## src/rtl/hsf_pkg.sv

```systemverilog
// constants, field positions and carrier types of the hot-swap status flag bank
// Operation
// output high voltage alert latches bit 6
// output low voltage alert latches bit 5
// reserved bits of all five registers read zero
// timed overcurrent trip latches bit 7, gate off
// current above warning limit latches bit 5
// high limit pin comparator latches bit 7
// input high voltage alert latches bit 6
// input low voltage alert latches bit 5
// low limit pin comparator latches bit 4
// input power alert latches bit 0
// overtemperature trip latches bit 7
// overtemperature alert latches bit 6
// bad command code latches bit 7
// all five registers reset to zero
// output voltage summary follows output voltage flags
// communication fault flags stay latched
// flags hold until cleared, re-set if persisting
package hsf_pkg;

    // ****************************************
    // register map
    // ****************************************
    localparam int HSF_NUM_REGS = 5;
    localparam int HSF_DW = 8;
    localparam logic [7:0] HSF_CMD_VOUT = 8'h7a;
    localparam logic [7:0] HSF_CMD_IOUT = 8'h7b;
    localparam logic [7:0] HSF_CMD_INPUT = 8'h7c;
    localparam logic [7:0] HSF_CMD_TEMP = 8'h7d;
    localparam logic [7:0] HSF_CMD_CML = 8'h7e;
    localparam logic [7:0] HSF_RESET_VAL = 8'h00;

    // register indices into the flag array
    localparam logic [2:0] HSF_IDX_VOUT = 3'h0;
    localparam logic [2:0] HSF_IDX_IOUT = 3'h1;
    localparam logic [2:0] HSF_IDX_INPUT = 3'h2;
    localparam logic [2:0] HSF_IDX_TEMP = 3'h3;
    localparam logic [2:0] HSF_IDX_CML = 3'h4;
    localparam logic [2:0] HSF_IDX_NONE = 3'h7;

    // ****************************************
    // field positions
    // ****************************************
    localparam int HSF_VOUT_HI_BIT = 6;
    localparam int HSF_VOUT_LO_BIT = 5;
    localparam int HSF_IOUT_TRIP_BIT = 7;
    localparam int HSF_IOUT_ALERT_BIT = 5;
    localparam int HSF_VIN_PIN_HI_BIT = 7;
    localparam int HSF_VIN_HI_BIT = 6;
    localparam int HSF_VIN_LO_BIT = 5;
    localparam int HSF_VIN_PIN_LO_BIT = 4;
    localparam int HSF_PWR_BIT = 0;
    localparam int HSF_OT_TRIP_BIT = 7;
    localparam int HSF_OT_ALERT_BIT = 6;
    localparam int HSF_CML_BADCMD_BIT = 7;
    localparam int HSF_CML_DATA_BIT = 6;
    localparam int HSF_CML_PEC_BIT = 5;
    localparam int HSF_CML_OTHER_BIT = 1;

    // implemented bits per register, index 0 rightmost; the rest read zero
    localparam logic [HSF_NUM_REGS-1:0][7:0] HSF_REG_MASK = {
        8'he2, 8'hc0, 8'hf1, 8'ha0, 8'h60
    };

    // ****************************************
    // carrier types
    // ****************************************
    // condition levels from the monitor and protocol logic, same clock
    typedef struct packed {
        logic output_high_voltage_alert;
        logic output_low_voltage_alert;
        logic load_current_over;
        logic load_timer_expired;
        logic load_current_alert;
        logic input_high_voltage_alert;
        logic input_low_voltage_alert;
        logic input_power_alert;
        logic overtemperature_trip;
        logic overtemperature_alert;
        logic bad_command_flag;
        logic bad_data_flag;
        logic pec_fail_flag;
        logic comm_other_flag;
    } hsf_events_t;

    // status read request from the serial command decoder
    typedef struct packed {
        logic req;
        logic [7:0] cmd;
    } hsf_rd_req_t;

    // status read answer
    typedef struct packed {
        logic ack;
        logic unmapped;
        logic [7:0] data;
    } hsf_rd_rsp_t;

    // command code to flag register index, HSF_IDX_NONE when unmapped
    function automatic logic [2:0] hsf_cmd_index(input logic [7:0] cmd);
        logic [2:0] idx;
        idx = HSF_IDX_NONE;
        unique case (cmd)
            HSF_CMD_VOUT: idx = HSF_IDX_VOUT;
            HSF_CMD_IOUT: idx = HSF_IDX_IOUT;
            HSF_CMD_INPUT: idx = HSF_IDX_INPUT;
            HSF_CMD_TEMP: idx = HSF_IDX_TEMP;
            HSF_CMD_CML: idx = HSF_IDX_CML;
            default: idx = HSF_IDX_NONE;
        endcase
        return idx;
    endfunction

endpackage

```

## src/rtl/hsf_flag_latch.sv

```systemverilog
// one byte of sticky status flags with masked reserved bits
`timescale 1ns/10ps
`default_nettype none
module hsf_flag_latch
    import hsf_pkg::*;
#(
    parameter int W = 8,
    parameter logic [W-1:0] MASK = '1
) (
    input wire logic clk_sys,
    input wire logic sys_rst,
    input wire logic [W-1:0] set_in,
    input wire logic clear_in,
    output logic [W-1:0] flags
);

    logic [W-1:0] flags_r;
    logic [W-1:0] flags_nxt;

    // ****************************************
    // latch
    // ****************************************
    // a set in the clear cycle wins, reserved bits never store
    assign flags_nxt = ((flags_r & ~{W{clear_in}}) | set_in) & MASK;
    assign flags = flags_r;

    // synchronous reset to all zeros
    always_ff @(posedge clk_sys) begin
        if (sys_rst) begin
            flags_r <= W'(HSF_RESET_VAL);
        end else begin
            flags_r <= flags_nxt;
        end
    end
endmodule
`default_nettype wire

```

## src/rtl/hsf_status_bank.sv

```systemverilog
// hot-swap status flag bank: sticky fault and warning bytes read by command code
`timescale 1ns/10ps
`default_nettype none
module hsf_status_bank
    import hsf_pkg::*;
(
    input wire logic clk_sys,
    input wire logic sys_rst,
    input wire hsf_events_t events,
    input wire logic high_limit_pin,
    input wire logic low_limit_pin,
    input wire logic clear_faults,
    input wire hsf_rd_req_t rd_req,
    output hsf_rd_rsp_t rd_rsp,
    output logic gate_off,
    output logic output_voltage_summary
);

    // ****************************************
    // pin synchronisers
    // ****************************************
    logic high_meta_r;
    logic high_sync_r;
    logic low_meta_r;
    logic low_sync_r;

    // two flops per comparator pin, first flop read only by the second
    always_ff @(posedge clk_sys) begin
        if (sys_rst) begin
            high_meta_r <= 1'b0;
            high_sync_r <= 1'b0;
            low_meta_r <= 1'b0;
            low_sync_r <= 1'b0;
        end else begin
            high_meta_r <= high_limit_pin;
            high_sync_r <= high_meta_r;
            low_meta_r <= low_limit_pin;
            low_sync_r <= low_meta_r;
        end
    end

    // ****************************************
    // read decode
    // ****************************************
    logic [2:0] rd_idx;
    logic rd_hit;
    logic rd_miss;
    logic [HSF_NUM_REGS-1:0][7:0] flags;
    logic [7:0] rd_sel;

    assign rd_idx = hsf_cmd_index(rd_req.cmd);
    assign rd_hit = rd_req.req && (rd_idx != HSF_IDX_NONE);
    assign rd_miss = rd_req.req && (rd_idx == HSF_IDX_NONE);
    // unmapped codes answer zero
    assign rd_sel = rd_hit ? flags[rd_idx] : HSF_RESET_VAL;

    // ****************************************
    // set vectors
    // ****************************************
    logic load_trip;
    logic cmd_fault;
    logic [HSF_NUM_REGS-1:0][7:0] set_vec;

    // timed overcurrent: limit reached and the timer has run out
    assign load_trip = events.load_current_over && events.load_timer_expired;
    // a bad code seen by the decoder or an unmapped status read
    assign cmd_fault = events.bad_command_flag || rd_miss;

    // output voltage flags
    always_comb begin
        set_vec[HSF_IDX_VOUT] = HSF_RESET_VAL;
        set_vec[HSF_IDX_VOUT][HSF_VOUT_HI_BIT] = events.output_high_voltage_alert;
        set_vec[HSF_IDX_VOUT][HSF_VOUT_LO_BIT] = events.output_low_voltage_alert;
    end

    // output current flags
    always_comb begin
        set_vec[HSF_IDX_IOUT] = HSF_RESET_VAL;
        set_vec[HSF_IDX_IOUT][HSF_IOUT_TRIP_BIT] = load_trip;
        set_vec[HSF_IDX_IOUT][HSF_IOUT_ALERT_BIT] = events.load_current_alert;
    end

    // input supply flags, pin comparators come through the synchronisers
    always_comb begin
        set_vec[HSF_IDX_INPUT] = HSF_RESET_VAL;
        set_vec[HSF_IDX_INPUT][HSF_VIN_PIN_HI_BIT] = high_sync_r;
        set_vec[HSF_IDX_INPUT][HSF_VIN_HI_BIT] = events.input_high_voltage_alert;
        set_vec[HSF_IDX_INPUT][HSF_VIN_LO_BIT] = events.input_low_voltage_alert;
        set_vec[HSF_IDX_INPUT][HSF_VIN_PIN_LO_BIT] = low_sync_r;
        set_vec[HSF_IDX_INPUT][HSF_PWR_BIT] = events.input_power_alert;
    end

    // temperature flags
    always_comb begin
        set_vec[HSF_IDX_TEMP] = HSF_RESET_VAL;
        set_vec[HSF_IDX_TEMP][HSF_OT_TRIP_BIT] = events.overtemperature_trip;
        set_vec[HSF_IDX_TEMP][HSF_OT_ALERT_BIT] = events.overtemperature_alert;
    end

    // communication flags
    always_comb begin
        set_vec[HSF_IDX_CML] = HSF_RESET_VAL;
        set_vec[HSF_IDX_CML][HSF_CML_BADCMD_BIT] = cmd_fault;
        set_vec[HSF_IDX_CML][HSF_CML_DATA_BIT] = events.bad_data_flag;
        set_vec[HSF_IDX_CML][HSF_CML_PEC_BIT] = events.pec_fail_flag;
        set_vec[HSF_IDX_CML][HSF_CML_OTHER_BIT] = events.comm_other_flag;
    end

    // ****************************************
    // flag registers
    // ****************************************
    // one sticky byte per register, reserved bits masked off
    for (genvar i = 0; i < HSF_NUM_REGS; i++) begin : g_reg
        hsf_flag_latch #(
            .W(HSF_DW),
            .MASK(HSF_REG_MASK[i])
        ) u_latch (
            .clk_sys(clk_sys),
            .sys_rst(sys_rst),
            .set_in(set_vec[i]),
            .clear_in(clear_faults),
            .flags(flags[i])
        );
    end

    // ****************************************
    // outputs
    // ****************************************
    hsf_rd_rsp_t rd_rsp_r;
    hsf_rd_rsp_t rd_rsp_nxt;
    logic gate_off_r;
    logic gate_off_nxt;
    logic summary_r;

    assign rd_rsp_nxt.ack = rd_req.req;
    assign rd_rsp_nxt.unmapped = rd_miss;
    assign rd_rsp_nxt.data = rd_sel;
    // gate drive stays off with the trip flag, same cycle
    assign gate_off_nxt = load_trip || (gate_off_r && !clear_faults);

    // answer one cycle after the request, summary one cycle behind flags
    always_ff @(posedge clk_sys) begin
        if (sys_rst) begin
            rd_rsp_r <= '0;
            gate_off_r <= 1'b0;
            summary_r <= 1'b0;
        end else begin
            rd_rsp_r <= rd_rsp_nxt;
            gate_off_r <= gate_off_nxt;
            summary_r <= |flags[HSF_IDX_VOUT];
        end
    end

    assign rd_rsp = rd_rsp_r;
    assign gate_off = gate_off_r;
    assign output_voltage_summary = summary_r;
endmodule
`default_nettype wire

```

## config.mk

```make
export PLATFORM = sky130hd
export DESIGN_NAME = hsf_status_bank
export DESIGN_NICKNAME = d
export VERILOG_FILES = /design/src/rtl/hsf_pkg.sv /design/src/rtl/hsf_flag_latch.sv /design/src/rtl/hsf_status_bank.sv
export SDC_FILE = /design/constraint.sdc
export NUM_CORES = 1
export LEC_CHECK = 0
export BUFFER_PORTS_ARGS = -buffer_cell sky130_fd_sc_hd__buf_4
export CAP_MARGIN = 25
export CORE_MARGIN = 5
export CORE_UTILIZATION = 23
export DETAILED_ROUTE_END_ITERATION = 16
export PLACE_DENSITY = 0.5
export SETUP_SLACK_MARGIN = 0.1
export SLEW_MARGIN = 20
export SYNTH_ARGS = -nofsm -noshare
export SYNTH_HDL_FRONTEND = slang
export SYNTH_SLANG_ARGS = --single-unit
```

## constraint.sdc

```tcl
create_clock -name clk_sys -period 1.5 [get_ports clk_sys]
set_clock_uncertainty 0.05 [all_clocks]
set_input_delay 0.075 -clock clk_sys [delete_from_list [all_inputs] [get_ports clk_sys]]
set_output_delay 0.075 -clock clk_sys [all_outputs]
set_load 0.02 [all_outputs]
```

==> impl_metrics.tcl <==
set metrics [dict create \
    io_pins 40 \
    power.density_nw_per_um2 1140 \
    syn_to_final_growth_pct 51.2 \
    clockBufferDepth 2 \
    final_cell_mix "buf_4 (37), dfxtp_1 (29), a21oi_1 (18)" \
    maxCapViolations 0 \
    synth_top_cell_by_area "dfxtp_1" \
    numPortBuffers 37 \
    avgViaCountPerCell 4.31 \
    final_nets 189 \
    synth_top_area_share_pct 54.1 \
    dpl_cell_area_sq_um 1370 \
    dieHeight_um 78.3 \
    core_region_area_sq_um 4440 \
    r2r_start "g_reg[4].u_latch.flags[5]" \
    die_area_sq_um 6130 \
    gp_congestion 0.769 \
    numCtsBuffers 5 \
    syn_area_sq_um 1070 \
    grt_remaining_overflow 0 \
    grt_pass1_wl_um 4520 \
    seq_area_sq_um 581 \
    fin_cells 214 \
    num_vias 923 \
    multi_input_area_sq_um 435 \
    ant_nets 0 \
    cp-end-kind "register" \
    power_w 0.00185 \
    dp_hpwl_um 1850 \
    run_status "complete, no violations" \
    h-tree-depth 2 \
    synth_edf_count 0 \
    synth_async_sr_flop_share_pct 0 \
    drive_gt1_share_pct 31.5 \
    fp.dieW_um 78.3 \
    syn-instance-count 110 \
    final_max_slew_viol_count 0 \
    ys_seq_elements 29 \
    stdcell_area_sq_um 1620 \
    syn_area_per_cell_sq_um 9.76 \
    diodes 0 \
    cts-resized-gates 0 \
    drc 0 \
    seq_area_frac_synth_pct 54.1 \
    drt_iter0_drc 26 \
    synthDistinctLibCells 29 \
    worst_hold_path_type "primary input to register" \
    max_slew_margin_pct 63.9 \
    post_cts_buffers 0 \
    grt_max_degree 25 \
    synth_top_flop_cell "dfxtp_1" \
    rows 24 \
    min_from "events[10]" \
    grt_use_total_pct 9.42 \
    grt_pass1_vias 961 \
    dp_cells 192 \
    initial_core_util_pct 24.2 \
    final_common_cell "buf_4" \
    postCtsHoldBufs 14 \
    cp_max_fo 2 \
    fillers 472 \
    insertion_delay_ns 0.27 \
    rsz0062_at_grt "false" \
    synth.area.top_cells "dfxtp_1 (54%), a21oi_1 (8.4%), nor2_1 (5.9%)" \
    fin_crit_ns 0.900 \
    ys_warn_count 0 \
    p_leak_nw 0.719 \
    critPathRequiredTime_ns 1.61 \
    routedWlPerCell_um 12.1 \
    cts_sinks 29 \
    max_freq_ghz 1.11 \
    clk_pin_slew_worst_paths_ns 0.06 \
    worst_pin_slew_ns 0.541 \
    fin_tns_setup_ns 0 \
    finalWirelength_um 2600 \
    setup_violations 0 \
    hold_violations 0 \
    antenna_found_initial 0 \
    arrival_ns 1.01 \
    critPathLaunch "g_reg[4].u_latch.flags[5]" \
    vdd_drop_max_v 0.000667 \
    cts-root-buf "clkbuf_8" \
    drt_first_pass_iters 4 \
    cp-start-kind "register" \
    period_share_pct 60.0 \
    cts_tree "done" \
    criticalPathCategory "register to register" \
]
## kinds of logic after synthesis
family | share of synthesized area [%]
AOI/OAI and AO/OA | 13.4
and+or+nand+nor | 24.4
muxes | 2.10
buffers and inverters | 5.71
other | 0.349
DFF | 54.1
## critical path, cell delays in order (launching register included)
cell	delay, ns
dfxtp_1	0.33
mux2_2	0.26
nand3b_1	0.08
a31oi_1	0.08
## final cells by class
cell class                 instances  share of cell area [%]
inverter                           2                   0.463
timing repair buffer              51                    25.8
multi-input combinational         72                    26.8
sequential                        29                    35.8
clock inverter                     1                    1.85
clock buffer                       7                    5.32
tap                               52                    4.01
## path summary, 6_finish.rpt
kind	endpoint	slack [ns]	depth (start not counted)
worst min-delay path	g_reg[1].u_latch.flags[7]	0.03	3
worst min register to register	high_sync_r	0.39	1
worst max-delay path	rd_rsp[5]	0.60	3
worst max register to register	rd_rsp[5]	0.60	3
## metal layers
layer	vias up	wire, um	GRT usage (%)
met5	-	0	0
met4	0	12	2.62
met3	4	160	4.81
met2	24	1250	14.6
met1	419	1180	11.5
li1	476	-	-
## cells in the mapped netlist (all sizes together) (2+ instances only)
| cell | count |
|---|---|
| a21oi | 18 |
| nor2 | 17 |
| dfxtp | 29 |
| mux2 | 2 |
| buf | 5 |
| nand3b | 2 |
| nand2 | 5 |
| and3 | 3 |
| clkbuf | 3 |
| nand4b | 3 |
| and3b | 2 |
| nor2b | 6 |
| inv | 2 |
## sequential cells by signal (all words and copies together) (netlist names)
| register | flops |
|---|---|
| gate_off | 1 |
| rd_rsp | 8 |
| low_meta_r | 1 |
| high_sync_r | 1 |
| low_sync_r | 1 |
| g.u_latch.flags | 15 |
| output_voltage_summary | 1 |
| high_meta_r | 1 |
## power by group
part / internal [W] / total (W) / switching [W]
combinational: 0.000115 / 0.000201 / 0.0000861
sequential: 0.000808 / 0.000826 / 0.0000183
clock: 0.000541 / 0.000821 / 0.000280
total: 0.00146 / 0.00185 / 0.000385
## through the flow
step / hold slack (ns) / utilization [%] / setup slack (ns)
4_1_cts: 0.0170 / 36.5 / 0.594
2_1_floorplan: 0.0966 / - / 0.443
5_1_grt: 0.0258 / 36.5 / 0.532
6_report: 0.0268 / 36.5 / 0.600
3_3_place_gp: 0.229 / 30.7 / 0.320
3_5_place_dp: 0.238 / 30.7 / 0.316
(Power assumes the default switching activity.)
